File: config.mk
export PLATFORM = sky130hd
export DESIGN_NAME = brto_core
export DESIGN_NICKNAME = d
export VERILOG_FILES = /design/src/brto_pkg.sv /design/src/brto_sync.sv /design/src/brto_core.sv
export SDC_FILE = /design/constraint.sdc
export NUM_CORES = 1
export LEC_CHECK = 0
export ABC_CLOCK_PERIOD_IN_PS = 5100
export BUFFER_PORTS_ARGS = -buffer_cell sky130_fd_sc_hd__buf_2
export CORE_MARGIN = 4
export CORE_UTILIZATION = 55
export CTS_CLUSTER_SIZE = 30
export DETAILED_ROUTE_END_ITERATION = 8
export GPL_TIMING_DRIVEN = 0
export PLACE_DENSITY = 0.79
export SETUP_SLACK_MARGIN = 0.1
export SYNTH_ARGS = -nofsm -noshare
export SYNTH_HDL_FRONTEND = slang
export SYNTH_SLANG_ARGS = --single-unit
File: constraint.sdc
create_clock -name sys_clk -period 5.1 [get_ports sys_clk]
set_input_delay 0.255 -clock sys_clk [delete_from_list [all_inputs] [get_ports sys_clk]]
set_output_delay 0.255 -clock sys_clk [all_outputs]
set_load 0.03 [all_outputs]
File: src/brto_pkg.sv
// Purpose: shared constants and types for the boundary run-test block
// Assumes: 40-cell boundary chain, 11-bit control register, AXI4-Lite
// Notes: feedback taps and register offsets are local choices
package brto_pkg;

    // --------------------
    // boundary cell chain layout
    // --------------------
    localparam int CHAIN_W = 40;
    localparam int CELL_W = 8;
    localparam int A_IN_LSB = 0;
    localparam int A_OUT_LSB = 8;
    localparam int B_IN_LSB = 16;
    localparam int B_OUT_LSB = 24;
    localparam int CTRL_CELL_LSB = 32;
    localparam int OEA_BIT = 39;
    localparam int OEB_BIT = 38;
    localparam logic [CHAIN_W-1:0] CHAIN_RESET = 40'h00_0000_0000;

    // --------------------
    // test_operation_control_reg layout
    // --------------------
    localparam int CR_W = 11;
    localparam int CR_OP_MSB = 2;
    localparam int CR_MASK_LSB = 3;
    localparam int CR_MASK_MSB = 10;
    localparam logic [CR_W-1:0] CR_RESET = 11'h000;

    // --------------------
    // operations
    // --------------------
    typedef enum logic [2:0] {
        BRTO_OP_TOGGLE = 3'h0,
        BRTO_OP_PRPG16 = 3'h1,
        BRTO_OP_PSA16 = 3'h3,
        BRTO_OP_SIGNATURE_PLUS_PATTERN_OP = 3'h2,
        BRTO_OP_SIGNATURE_PLUS_COUNT_OP = 3'h6
    } brto_op_t;

    localparam logic [1:0] OPC_TOGGLE = 2'h0;
    localparam logic [1:0] OPC_PRPG16 = 2'h1;
    localparam logic [1:0] OPC_PSA16 = 2'h2;
    localparam logic [1:0] OPC_MIXED = 2'h3;

    // feedback taps, fibonacci form, msb shifts out
    localparam logic [15:0] TAPS16 = 16'hb400;
    localparam logic [7:0] TAPS8 = 8'hb8;

    // --------------------
    // register map (byte addresses)
    // --------------------
    localparam int ADDR_W = 8;
    localparam logic [ADDR_W-1:0] OFS_CTRL = 8'h00;
    localparam logic [ADDR_W-1:0] OFS_CHAIN_LO = 8'h04;
    localparam logic [ADDR_W-1:0] OFS_CHAIN_HI = 8'h08;
    localparam logic [ADDR_W-1:0] OFS_STATUS = 8'h0c;
    localparam logic [1:0] RESP_OKAY = 2'h0;
    localparam logic [1:0] RESP_SLVERR = 2'h2;
    localparam int ST_RUN_BIT = 0;
    localparam int ST_VALID_BIT = 1;
    localparam int ST_ATOB_BIT = 2;
    localparam int ST_OP_LSB = 8;

    // --------------------
    // synchronised inputs
    // --------------------
    localparam int SYNC_W = 2 * CELL_W + 3;

endpackage : brto_pkg

File: src/brto_sync.sv
// Purpose: two-flop synchroniser for link and pin inputs
// Assumes: inputs asynchronous to sys_clk
// Notes: only the second stage may be read
`timescale 1ns/1ns
module brto_sync #(
    parameter int W = 1
) (
    // clock and reset
    input wire logic sys_clk,
    input wire logic resetn,
    // data
    input wire logic [W-1:0] async_i,
    output logic [W-1:0] sync_o
);

    logic [W-1:0] meta_q;

    always_ff @(posedge sys_clk or negedge resetn) begin
        if (!resetn) begin
            meta_q <= '0;
            sync_o <= '0;
        end else begin
            meta_q <= async_i;
            sync_o <= meta_q;
        end
    end

endmodule : brto_sync

File: src/brto_core.sv
// Purpose: boundary run-test operations with AXI4-Lite register access
// Assumes: tck and pins are sampled by sys_clk, tck well below sys_clk/4
// Notes: chain and control register are loaded by software over AXI
//
// Overview of operation
// - opcode 011 runs 8-bit signature plus pattern
// - bits 2..0 decode toggle, pattern, signature
// - run only in run instruction and idle
// - control cells 39..32 never join algorithms
// - cells 39, 38 gate output drivers
// - only one direction enabled, else bypass
// - control bits 10..3 mask input bits 7..0
// - mask one ignores input, zero includes it
// - toggle mode samples inputs, feeds core shadows
// - toggle mode inverts output cells, falls to pins
// - 16-bit pattern steps, drives pins and core
// - all-zero seed keeps pattern generators at zero
// - 16-bit signature compresses inputs, updates core
// - 16-bit signature holds output shadows
// - combined mode: 8-bit signature and pattern
// - count mode: 16-bit count, 8-bit signature
// - sample on tck rise, outputs on fall
`timescale 1ns/1ns
module brto_core
    import brto_pkg::*;
(
    // clock and reset
    input wire logic sys_clk,
    input wire logic resetn,
    // test link, from the test port controller
    input wire logic tck,
    input wire logic boundary_run_instruction,
    input wire logic tap_in_run_idle,
    // functional pins
    input wire logic [CELL_W-1:0] a_pin_i,
    output logic [CELL_W-1:0] a_pin_o,
    output logic a_pin_oe,
    input wire logic [CELL_W-1:0] b_pin_i,
    output logic [CELL_W-1:0] b_pin_o,
    output logic b_pin_oe,
    // input shadows toward core logic
    output logic [CELL_W-1:0] core_a_o,
    output logic [CELL_W-1:0] core_b_o,
    // axi4-lite write address and data
    input wire logic [ADDR_W-1:0] s_axi_awaddr,
    input wire logic s_axi_awvalid,
    output logic s_axi_awready,
    input wire logic [31:0] s_axi_wdata,
    input wire logic [3:0] s_axi_wstrb,
    input wire logic s_axi_wvalid,
    output logic s_axi_wready,
    // axi4-lite write response
    output logic [1:0] s_axi_bresp,
    output logic s_axi_bvalid,
    input wire logic s_axi_bready,
    // axi4-lite read
    input wire logic [ADDR_W-1:0] s_axi_araddr,
    input wire logic s_axi_arvalid,
    output logic s_axi_arready,
    output logic [31:0] s_axi_rdata,
    output logic [1:0] s_axi_rresp,
    output logic s_axi_rvalid,
    input wire logic s_axi_rready
);
    // --------------------
    // step functions
    // --------------------
    // xor feedback: an all-zero state maps to zero
    function automatic logic [15:0] lfsr16(input logic [15:0] v);
        lfsr16 = {v[14:0], ^(v & TAPS16)};
    endfunction : lfsr16
    function automatic logic [7:0] lfsr8(input logic [7:0] v);
        lfsr8 = {v[6:0], ^(v & TAPS8)};
    endfunction : lfsr8
    function automatic brto_op_t op_decode(input logic [2:0] opc);
        case (opc[1:0])
            OPC_TOGGLE: op_decode = BRTO_OP_TOGGLE;
            OPC_PRPG16: op_decode = BRTO_OP_PRPG16;
            OPC_PSA16: op_decode = BRTO_OP_PSA16;
            OPC_MIXED: op_decode = opc[2] ? BRTO_OP_SIGNATURE_PLUS_COUNT_OP
                                          : BRTO_OP_SIGNATURE_PLUS_PATTERN_OP;
            default: op_decode = BRTO_OP_TOGGLE;
        endcase
    endfunction : op_decode
    // --------------------
    // input synchronisation and tck edges
    // --------------------
    logic [SYNC_W-1:0] sync_s;
    logic tck_d_q;
    brto_sync #(.W(SYNC_W)) u_sync (
        .sys_clk(sys_clk),
        .resetn(resetn),
        .async_i({tck, boundary_run_instruction, tap_in_run_idle,
                  a_pin_i, b_pin_i}),
        .sync_o(sync_s)
    );
    wire tck_s = sync_s[SYNC_W-1];
    wire run_instr_s = sync_s[SYNC_W-2];
    wire run_idle_s = sync_s[SYNC_W-3];
    wire [CELL_W-1:0] a_pin_s = sync_s[2*CELL_W-1 -: CELL_W];
    wire [CELL_W-1:0] b_pin_s = sync_s[CELL_W-1:0];
    always_ff @(posedge sys_clk or negedge resetn) begin
        if (!resetn) begin
            tck_d_q <= 1'b0;
        end else begin
            tck_d_q <= tck_s;
        end
    end
    wire tck_rise = tck_s & ~tck_d_q;
    wire tck_fall = ~tck_s & tck_d_q;
    // --------------------
    // operation select and direction
    // --------------------
    logic [CHAIN_W-1:0] chain_q, chain_d;
    logic [CR_W-1:0] ctrl_q;
    wire a_side_output_enable = chain_q[OEA_BIT];
    wire b_side_output_enable = chain_q[OEB_BIT];
    wire dir_valid = a_side_output_enable ^ b_side_output_enable;
    wire a_to_b = b_side_output_enable; // b drives: data flows a to b
    wire run_active = run_instr_s & run_idle_s & dir_valid;
    wire brto_op_t op = op_decode(ctrl_q[CR_OP_MSB:0]);
    wire [CELL_W-1:0] mask = ctrl_q[CR_MASK_MSB:CR_MASK_LSB];
    // only the four data cell groups are touched below
    wire [CELL_W-1:0] src_in = a_to_b ? chain_q[A_IN_LSB +: CELL_W]
                                      : chain_q[B_IN_LSB +: CELL_W];
    wire [CELL_W-1:0] dst_out = a_to_b ? chain_q[B_OUT_LSB +: CELL_W]
                                       : chain_q[A_OUT_LSB +: CELL_W];
    wire [CELL_W-1:0] opp_out = a_to_b ? chain_q[A_OUT_LSB +: CELL_W]
                                       : chain_q[B_OUT_LSB +: CELL_W];
    wire [CELL_W-1:0] src_pins = a_to_b ? a_pin_s : b_pin_s;
    wire [CELL_W-1:0] masked = src_pins & ~mask;
    // --------------------
    // next chain contents on a tck rise
    // --------------------
    logic [CELL_W-1:0] src_n, dst_n, opp_n;
    logic carry;
    always_comb begin
        src_n = src_in;
        dst_n = dst_out;
        opp_n = opp_out;
        carry = 1'b0;
        case (op)
            BRTO_OP_TOGGLE: begin
                src_n = src_pins;
                dst_n = ~dst_out;
            end
            BRTO_OP_PRPG16: begin
                {dst_n, src_n} = lfsr16({dst_out, src_in});
            end
            BRTO_OP_PSA16: begin
                {dst_n, src_n} = lfsr16({dst_out, src_in})
                               ^ {{CELL_W{1'b0}}, masked};
            end
            BRTO_OP_SIGNATURE_PLUS_PATTERN_OP: begin
                src_n = lfsr8(src_in) ^ masked;
                dst_n = lfsr8(dst_out);
            end
            BRTO_OP_SIGNATURE_PLUS_COUNT_OP: begin
                src_n = lfsr8(src_in) ^ masked;
                {carry, dst_n} = {1'b0, dst_out} + 9'h001;
                opp_n = opp_out + {{(CELL_W-1){1'b0}}, carry};
            end
            default: begin
                src_n = src_in;
            end
        endcase
    end
    // control cells 39..32 and the idle cells pass straight through
    always_comb begin
        chain_d = chain_q;
        if (a_to_b) begin
            chain_d[A_IN_LSB +: CELL_W] = src_n;
            chain_d[B_OUT_LSB +: CELL_W] = dst_n;
            chain_d[A_OUT_LSB +: CELL_W] = opp_n;
        end else begin
            chain_d[B_IN_LSB +: CELL_W] = src_n;
            chain_d[A_OUT_LSB +: CELL_W] = dst_n;
            chain_d[B_OUT_LSB +: CELL_W] = opp_n;
        end
    end
    // --------------------
    // axi4-lite slave
    // --------------------
    logic aw_held_q, w_held_q;
    logic [ADDR_W-1:0] awaddr_q;
    logic [31:0] wdata_q;
    logic [3:0] wstrb_q;
    wire aw_take = s_axi_awvalid & s_axi_awready;
    wire w_take = s_axi_wvalid & s_axi_wready;
    wire b_done = s_axi_bvalid & s_axi_bready;
    wire r_done = s_axi_rvalid & s_axi_rready;
    wire wr_go = aw_held_q & w_held_q & ~s_axi_bvalid;
    wire wr_ctrl = wr_go & (awaddr_q == OFS_CTRL);
    wire wr_lo = wr_go & (awaddr_q == OFS_CHAIN_LO);
    wire wr_hi = wr_go & (awaddr_q == OFS_CHAIN_HI);
    wire wr_map = wr_ctrl | wr_lo | wr_hi | (awaddr_q == OFS_STATUS);
    wire [31:0] status_w = {21'h000000, op, 5'h00, a_to_b, dir_valid,
                            run_active};
    wire [31:0] rd_mux =
        (s_axi_araddr == OFS_CTRL) ? {21'h000000, ctrl_q} :
        (s_axi_araddr == OFS_CHAIN_LO) ? chain_q[31:0] :
        (s_axi_araddr == OFS_CHAIN_HI) ?
            {24'h000000, chain_q[CHAIN_W-1:CTRL_CELL_LSB]} :
        (s_axi_araddr == OFS_STATUS) ? status_w : 32'h0000_0000;
    wire rd_map = (s_axi_araddr == OFS_CTRL) |
                  (s_axi_araddr == OFS_CHAIN_LO) |
                  (s_axi_araddr == OFS_CHAIN_HI) |
                  (s_axi_araddr == OFS_STATUS);
    always_ff @(posedge sys_clk or negedge resetn) begin
        if (!resetn) begin
            aw_held_q <= 1'b0;
            w_held_q <= 1'b0;
            awaddr_q <= '0;
            wdata_q <= '0;
            wstrb_q <= '0;
            s_axi_awready <= 1'b0;
            s_axi_wready <= 1'b0;
            s_axi_bvalid <= 1'b0;
            s_axi_bresp <= RESP_OKAY;
        end else begin
            if (aw_take) begin
                aw_held_q <= 1'b1;
                awaddr_q <= s_axi_awaddr;
            end else if (wr_go) begin
                aw_held_q <= 1'b0;
            end
            if (w_take) begin
                w_held_q <= 1'b1;
                wdata_q <= s_axi_wdata;
                wstrb_q <= s_axi_wstrb;
            end else if (wr_go) begin
                w_held_q <= 1'b0;
            end
            s_axi_awready <= ~aw_take & ~aw_held_q & ~s_axi_bvalid;
            s_axi_wready <= ~w_take & ~w_held_q & ~s_axi_bvalid;
            if (wr_go) begin
                s_axi_bvalid <= 1'b1;
                s_axi_bresp <= wr_map ? RESP_OKAY : RESP_SLVERR;
            end else if (b_done) begin
                s_axi_bvalid <= 1'b0;
            end
        end
    end

    always_ff @(posedge sys_clk or negedge resetn) begin
        if (!resetn) begin
            s_axi_arready <= 1'b0;
            s_axi_rvalid <= 1'b0;
            s_axi_rdata <= '0;
            s_axi_rresp <= RESP_OKAY;
        end else begin
            s_axi_arready <= ~s_axi_arready & ~s_axi_rvalid;
            if (s_axi_arvalid & s_axi_arready) begin
                s_axi_arready <= 1'b0;
                s_axi_rvalid <= 1'b1;
                s_axi_rdata <= rd_mux;
                s_axi_rresp <= rd_map ? RESP_OKAY : RESP_SLVERR;
            end else if (r_done) begin
                s_axi_rvalid <= 1'b0;
            end
        end
    end
    // --------------------
    // control register and chain
    // --------------------
    // byte-lane merge for the chain words
    function automatic logic [31:0] merge(input logic [31:0] old,
                                         input logic [31:0] nw,
                                         input logic [3:0] strb);
        for (int i = 0; i < 4; i++) begin
            merge[8*i +: 8] = strb[i] ? nw[8*i +: 8] : old[8*i +: 8];
        end
    endfunction : merge
    wire [31:0] ctrl_m = merge({21'h000000, ctrl_q}, wdata_q, wstrb_q);
    wire [31:0] lo_m = merge(chain_q[31:0], wdata_q, wstrb_q);
    wire [31:0] hi_m = merge({24'h000000, chain_q[CHAIN_W-1:CTRL_CELL_LSB]},
                             wdata_q, wstrb_q);
    always_ff @(posedge sys_clk or negedge resetn) begin
        if (!resetn) begin
            ctrl_q <= CR_RESET;
        end else if (wr_ctrl) begin
            ctrl_q <= ctrl_m[CR_W-1:0];
        end
    end
    // software seed load wins over a concurrent step
    always_ff @(posedge sys_clk or negedge resetn) begin
        if (!resetn) begin
            chain_q <= CHAIN_RESET;
        end else if (wr_lo) begin
            chain_q[31:0] <= lo_m;
        end else if (wr_hi) begin
            chain_q[CHAIN_W-1:CTRL_CELL_LSB] <= hi_m[CELL_W-1:0];
        end else if (run_active & tck_rise) begin
            chain_q <= chain_d;
        end
    end
    // --------------------
    // shadow latches, updated on tck fall
    // --------------------
    wire shadow_upd = run_active & tck_fall;
    wire out_upd = shadow_upd & (op != BRTO_OP_PSA16);
    wire in_upd = shadow_upd;
    always_ff @(posedge sys_clk or negedge resetn) begin
        if (!resetn) begin
            a_pin_o <= '0;
            b_pin_o <= '0;
            a_pin_oe <= 1'b0;
            b_pin_oe <= 1'b0;
            core_a_o <= '0;
            core_b_o <= '0;
        end else begin
            if (!run_instr_s) begin
                a_pin_oe <= 1'b0;
                b_pin_oe <= 1'b0;
            end else if (tck_fall) begin
                a_pin_oe <= a_side_output_enable & dir_valid;
                b_pin_oe <= b_side_output_enable & dir_valid;
            end
            if (out_upd & a_to_b) begin
                b_pin_o <= chain_q[B_OUT_LSB +: CELL_W];
            end else if (out_upd) begin
                a_pin_o <= chain_q[A_OUT_LSB +: CELL_W];
            end
            if (in_upd & a_to_b) begin
                core_a_o <= chain_q[A_IN_LSB +: CELL_W];
            end else if (in_upd) begin
                core_b_o <= chain_q[B_IN_LSB +: CELL_W];
            end
        end
    end

endmodule : brto_core

# Yosys cells after proc, flatten, opt, wreduce, memory -nomap -nowiden
# Index checks and enable logic that the tools add are counted.
[totals] ff_bits=211 in_bits=78
[op_classes] n_eq_ne=21 bitwise=50 n_mux=39 reduce_logical=23 add_sub_neg=2
[ops] op="2-to-1 mux 32 bit" n=5
[ops] op="2-to-1 mux 8 bit" n=14
[ops] op="one-hot mux 8 bit (5 select lines)" n=1
[ops] op="equality test 8 x 4 -> 1 bit (second input constant)" n=4
[ops] op="one-hot mux 8 bit (4 select lines)" n=1
[ops] op="AND 1 bit" n=26
[ops] op="2-to-1 mux 11 bit" n=2
[ops] op="equality test 8 x 3 -> 1 bit (second input constant)" n=2
[ops] op="zero test 8 bit" n=2
[ops] op="NOT 8 bit" n=2
[ops] op="parity 16 bit" n=1
[ops] op="parity 8 bit" n=2
[ops] op="XOR 16 x 8 -> 16 bit" n=1
[ops] op="2-to-1 mux 1 bit" n=12
[ops] op="inequality test 2 bit (second input constant)" n=6
[ops] op="NOT 1 bit" n=12
[ops] op="one-hot mux 3 bit (4 select lines)" n=1
[ops] op="nonzero test 2 bit" n=6
[ops] op="adder 8 x 1 -> 9 bit (second input constant)" n=1
[ops] op="AND reduction 3 bit" n=3
[ops] op="adder 8 x 1 -> 8 bit" n=1
[ops] op="AND 8 bit" n=1
[ops] op="AND reduction 2 bit" n=4
[ops] op="AND reduction 4 bit" n=2
[ops] op="15 further kinds" n=23

# Longest topological paths before layout
[depth] word_depth=9 depth_mapped=17

# By module
# A second synthesis with hierarchy kept.
[hier_totals] cells_unflattened=819 hier_area_um2=9780.6
[by_module_without_submodules] mod="brto_core" cells_per_inst=781 area_per_inst_um2=8829.7 n_inst=1
[by_module_without_submodules] mod="brto_sync" cells_per_inst=38 area_per_inst_um2=950.9 n_inst=1

# Least setup slack after synthesis
# Ideal clock, no wire load.
[synth_timing] kind="register to register" from="register chain_q[38]" to="register chain_q[30]" stages_incl_launch_ff=17 setup_time_ns=0.082 setup_slack_ns=1.970 path_buffers=3 arrival_time_ns=3.048 cell_sequence="dfrtp_1 > buf_4 > buf_4 > buf_4 > mux2_2 > ha_1 > a21boi_0 > nand2_1 > nor3_1 > ha_1 > ha_1 > and3_1 > nand4_1 > xor2_1 > o21ai_0 > o31ai_1 > o22ai_1"
[synth_between] elab_chain_cells=8 word_cells_on_any_way=17 classes_between="add/sub (2); mux (8); bitwise (5); reduce/logical (2)"
[synth_rtl] item="start: declaration" line_no="brto_core.sv:114" source="logic [CHAIN_W-1:0] chain_q, chain_d;"
[synth_rtl] item="start signal: indexed assignment" line_no="brto_core.sv:292" source="chain_q[CHAIN_W-1:CTRL_CELL_LSB] <= hi_m[CELL_W-1:0];"
[synth_rtl] item="start signal: assignment" line_no="brto_core.sv:294" source="chain_q <= chain_d;"
[synth_rtl] item="2-to-1 mux 8 bit" line_no="brto_core.sv:126" source="wire [CELL_W-1:0] dst_out = a_to_b ? chain_q[B_OUT_LSB +: CELL_W]"
[synth_rtl] item="adder 8 x 1 -> 9 bit" line_no="brto_core.sv:160" source="{carry, dst_n} = {1'b0, dst_out} + 9'h001;"
[synth_rtl] item="adder 8 x 1 -> 8 bit" line_no="brto_core.sv:161" source="opp_n = opp_out + {{(CELL_W-1){1'b0}}, carry};"
[synth_rtl] item="2-to-1 mux 8 bit" line_no="brto_core.sv:142" source="case (op)"
[synth_rtl] item="2-to-1 mux 8 bit" line_no="brto_core.sv:171" source="if (a_to_b) begin"
[synth_rtl] item="2-to-1 mux 32 bit" line_no="brto_core.sv:293" source="end else if (run_active & tck_rise) begin"
[synth_rtl] item="2-to-1 mux 32 bit" line_no="brto_core.sv:291" source="end else if (wr_hi) begin"
[synth_rtl] item="2-to-1 mux 32 bit" line_no="brto_core.sv:289" source="end else if (wr_lo) begin"
# Several ways; a longest one is shown, not always the timed one. The select of a mux whose other input is x is not followed.
# A chain may end at the register's enable or synchronous reset.

# Worst setup path after layout
[layout_timing] from="register chain_q[38]" to="register chain_q[31]"
# The elaborated chain is that of the path after synthesis.

==> tab_implementation.tex <==
\begin{tabular}{lr}
\hline
Metric & Value \\
\hline
\multicolumn{2}{l}{\textbf{Place}} \\
\quad Detailed Place HPWL & roughly 18 mm \\
\quad Cell count after placement & 1183 \\
\quad Buffers on Ports & 149 \\
\quad Routability-driven placement congestion ratio & 0.9674 \\
\multicolumn{2}{l}{\textbf{Status}} \\
\quad Outcome & complete, no violations \\
\multicolumn{2}{l}{\textbf{Clock tree}} \\
\quad CTS-repair resized insts & 0 \\
\quad Clock root buffer & sky130\_fd\_sc\_hd\_\_clkbuf\_16 \\
\quad Number of levels in the clock H-tree & 1 \\
\quad Number of buffers added by the clock tree synthesis step & 22 \\
\quad CTS tree & yes \\
\quad Later-pin clock latency in the skew report & 500 ps \\
\quad Register clock-pin slew on the reported worst setup and hold paths & 60 ps \\
\quad Clock sink total & 209 \\
\quad Maximum root-to-sink buffer count & 3 \\
\multicolumn{2}{l}{\textbf{Critical path}} \\
\quad Peak fanout along the critical path & 10 \\
\quad Crit Path Category & flop to flop \\
\quad Count of buffer and inverter cells on the critical path & 4 \\
\quad Arr. time, crit path & between 4000 and 5000 ps \\
\quad Required @ worst endpoint & 5520 ps \\
\quad FF-to-FF path depth & 15 \\
\quad Delay of the slowest critical-path stage & 540 ps \\
\quad Gate family responsible for the most delay along the worst path & compound AO/OA/AOI/OAI gates \\
\quad Startpoint types & flop \\
\quad Most common cell on crit path & sky130\_fd\_sc\_hd\_\_buf\_4 \\
\quad Reg2reg end & chain\_q[31] \\
\quad Setup slack of the most critical reg-to-reg path & 1100 ps \\
\quad Launch point of the worst reg-to-reg path & chain\_q[38] \\
\quad Cell Chain, Critical Path & buf\_4, buf\_4, buf\_4, mux2i\_1, inv\_1, ha\_1, a21boi\_0, nand2\_1, nor3\_1, ha\_1, o21ai\_0, a211oi\_1, a21oi\_1, o21ba\_1, o22ai\_1 \\
\quad Slowest CP cell & sky130\_fd\_sc\_hd\_\_a211oi\_1 \\
\quad Crit path depth & 15 \\
\quad Endpoint type of the worst setup path & flop \\
\multicolumn{2}{l}{\textbf{Pwr}} \\
\quad Combinational share of power & 24.6\% \\
\quad Net Sw Frac & approximately a third \\
\quad Internal power & 3.510 mW \\
\quad Power spent charging and discharging nets & 1.630 mW \\
\quad Sequential Power Share & approximately 45\% \\
\quad Worst IR Drop VDD & 0.4042 mV \\
\quad Power density over the cells & 427.5 nW/um\^{}2 \\
\quad Leakage power summed over all cells & 5.697 nW \\
\quad Clock group share of total power & a little under a third \\
\multicolumn{2}{l}{\textbf{STA}} \\
\quad Worst slew margin relative to its limit & 33.20\% \\
\quad Min Tclk post-route & 3996 ps \\
\quad Share of the clock period used by the worst path after layout & between 70\% and 80\% \\
\quad Max Clock Skew & just under 8 ps \\
\quad Final-report max-slew violation count & 0 \\
\quad Post-route worst hold slack & around 6.2 ps \\
\quad Top achievable clock speed & 0.2503 GHz \\
\quad Number of hold violations in the final report & 0 \\
\quad Setup\_tns & 0 ps \\
\quad Worst-margin pin slew & 993.7 ps \\
\quad Setup violation total in the final timing report & 0 \\
\quad Setup repair after global routing missed its margin & false \\
\multicolumn{2}{l}{\textbf{Routing}} \\
\quad Amount of wire on met2 after detailed routing & between 10 and 15 mm \\
\quad Routed metal-1 wire length & 10.95 mm \\
\quad Met3 wire len & 2.235 mm \\
\quad Total wire length & 25.99 mm \\
\quad Count of antenna-violating nets left after detailed routing & 0 \\
\quad Via density per instance & 5.886 \\
\quad Length of the first detailed-routing pass in iterations & 6 \\
\quad Top routing layer in use & met4 \\
\quad Detailed Route Iter0 Violations & $\sim$700 \\
\quad Wire per inst & 20.21 microns \\
\quad Via count of the routed design & around 7600 \\
\quad Post-detailed-route DRC marker count & 0 \\
\multicolumn{2}{l}{\textbf{Cells and area}} \\
\quad Relative area change from synthesis to final layout & 25.43\% \\
\quad Count of nets after finishing & 1134 \\
\quad Final standard cell count with taps included and fillers excluded & 1286 \\
\quad Share of final-layout standard cells stronger than drive strength 1 & 30.54\% \\
\quad Diodes inserted & 0 \\
\multicolumn{2}{l}{\textbf{Logic synthesis}} \\
\quad Top cells by count, synth & sky130\_fd\_sc\_hd\_\_dfrtp\_1 (209), sky130\_fd\_sc\_hd\_\_mux2\_2 (104), sky130\_fd\_sc\_hd\_\_nand2\_1 (57) \\
\quad FF+latch count, synth & 209 \\
\quad Share of the synthesized area in the top cell type & 54.57\% \\
\quad Syn. warnings & 0 \\
\quad Distinct cell type count of the synthesized netlist & 75 \\
\quad Post-synthesis instance total & about 810 \\
\quad Commonest register cell after synthesis & sky130\_fd\_sc\_hd\_\_dfrtp\_1 \\
\quad Cell accounting for the most synthesized area & sky130\_fd\_sc\_hd\_\_dfrtp\_1 \\
\quad Post-synthesis instance area & 9584 sq um \\
\quad Most common cell in the netlist & sky130\_fd\_sc\_hd\_\_dfrtp\_1 \\
\quad Count of flip-flops with a built-in enable after synthesis & 0 \\
\quad Cell types occupying the most area after synthesis & sky130\_fd\_sc\_hd\_\_dfrtp\_1 (55\%), sky130\_fd\_sc\_hd\_\_mux2\_2 (12\%), sky130\_fd\_sc\_hd\_\_mux2i\_1 (3.6\%) \\
\quad Share of synthesized registers carrying an async set or reset & 100.0\% \\
\quad Avg Inst Size Synth & about 12 sq um \\
\quad Sequential fraction of the synthesis area & 54.57\% \\
\multicolumn{2}{l}{\textbf{Die}} \\
\quad Placement row count & 48 \\
\quad Floorplan die area & 19600 sq um \\
\quad Top Ports & 153 \\
\quad Core outline area & around 17000 sq um \\
\quad Die Height & 140.0 microns \\
\quad Initial Util & 55.80\% \\
\quad Die W & 140.0 microns \\
\multicolumn{2}{l}{\textbf{Global routing}} \\
\quad Global route total overflow & 0 \\
\quad Via count of the first global-routing pass & between 7000 and 8000 \\
\quad First-pass GRT wire length & about 42 mm \\
\quad Pin count of the biggest net entering global routing & 110 \\
\quad Overall track demand over capacity in global routing & 26.35\% \\
\quad Initial antenna violation count & 0 \\
\multicolumn{2}{l}{\textbf{Worst hold path}} \\
\quad Path type of the worst min-delay path & input pin to flop \\
\quad Endpoint of the worst hold-timing path & wdata\_q[19] \\
\quad WHS Path Cells & 2 \\
\quad Hold\_sp & s\_axi\_wdata[19] \\
\multicolumn{2}{l}{\textbf{Job}} \\
\quad Max-cap viol count & 0 \\
\hline
\end{tabular}
## flip-flops by register name, summed over array words and instances, names as in the netlist, 4 cells and up
signal	flops
ctrl_q	11
core_a_o	8
core_b_o	8
b_pin_o	8
u_sync.meta_q	19
u_sync.sync_o	19
chain_q	40
awaddr_q	8
s_axi_rdata	32
wdata_q	32
wstrb_q	4
a_pin_o	8
## power groups by stage
stage	Combinational [mW]	Clock [mW]	Sequential [mW]
2_1_floorplan	0.866	0	2.22
3_5_place_dp	1.20	0	2.30
6_report	1.26	1.59	2.29
5_1_grt	1.37	1.68	2.32
4_1_cts	1.25	1.61	2.27
3_3_place_gp	1.16	0	2.28
## through the flow
step           total power [mW]  worst slack, ps  area (sq um)  utilization [%]
2_1_floorplan             3.081             1970          9588                -
3_3_place_gp              3.445            393.0         10620            61.80
3_5_place_dp              3.503             1322         10650            62.02
4_1_cts                   5.128             1304         12020            69.99
5_1_grt                   5.371            906.6         12020            69.99
6_report                  5.140             1104         12020            69.99
## metal layers
metal  up-vias  GRT usage [%]
met4         0          7.649
li1       3422              -
met2       385          42.37
met5         -              0
met3        71          5.394
met1      3692          36.73
## cell families after synthesis
group / after synthesis / share of synthesized area [%]
adders and majority gates: 11 / 1.436
DFF: 209 / 54.57
other: 1 / 0.03913
xor gates and xnor gates: 20 / 1.971
and+or+nand+nor: 166 / 8.577
muxes: 141 / 16.48
AOI/OAI and AO/OA: 191 / 13.81
buffers and inverters: 68 / 3.120
## placed cells by master (no fill, tap or decap), drive strengths merged, types with 5 or more instances in the layout
| cell type | synthesis | final |
|---|---|---|
| a22oi | 5 | 5 |
| a31oi | 20 | 20 |
| a21oi | 40 | 40 |
| nand2 | 58 | 58 |
| xor2 | 6 | 6 |
| nor3 | 10 | 10 |
| a21o | 5 | 5 |
| dlygate4sd3 | 0 | 63 |
| nand3b | 7 | 7 |
| o211ai | 12 | 12 |
| xnor2 | 13 | 13 |
| o22ai | 7 | 7 |
| ha | 11 | 11 |
| nor2b | 5 | 5 |
| a22o | 27 | 27 |
| dfrtp | 209 | 209 |
| clkbuf | 34 | 69 |
| o21ai | 33 | 33 |
| nor2 | 47 | 47 |
| mux2 | 104 | 104 |
| nand3 | 10 | 10 |
| a211oi | 7 | 7 |
| buf | 17 | 167 |
| mux2i | 34 | 34 |
| inv | 17 | 17 |
## worst max path at each step
| stage | endpoint | startpoint |
|---|---|---|
| 2_1_floorplan | chain_q[30] | chain_q[38] |
| 3_3_place_gp | wdata_q[7] | resetn |
| 3_5_place_dp | chain_q[31] | chain_q[38] |
| 4_1_cts | chain_q[31] | chain_q[38] |
| 5_1_grt | chain_q[31] | chain_q[38] |
| 6_report | chain_q[31] | chain_q[38] |
## repair_timing
item,4_1_cts,5_1_grt
hold buffers,63,0
endpoints found under the hold margin,162,0
buffers inserted,0,0
## layout make-up
type,count,area (sq um)
sequential,209,5230
fill,1247,5155
multi-input combinational,531,4059
timing repair buffer,213,1414
clock buffer,35,710.7
tap,225,281.5
buffer,51,235.2
inverter,17,63.81
clock inverter,5,27.53
No activity file was read; power rests on OpenSTA's default activity.
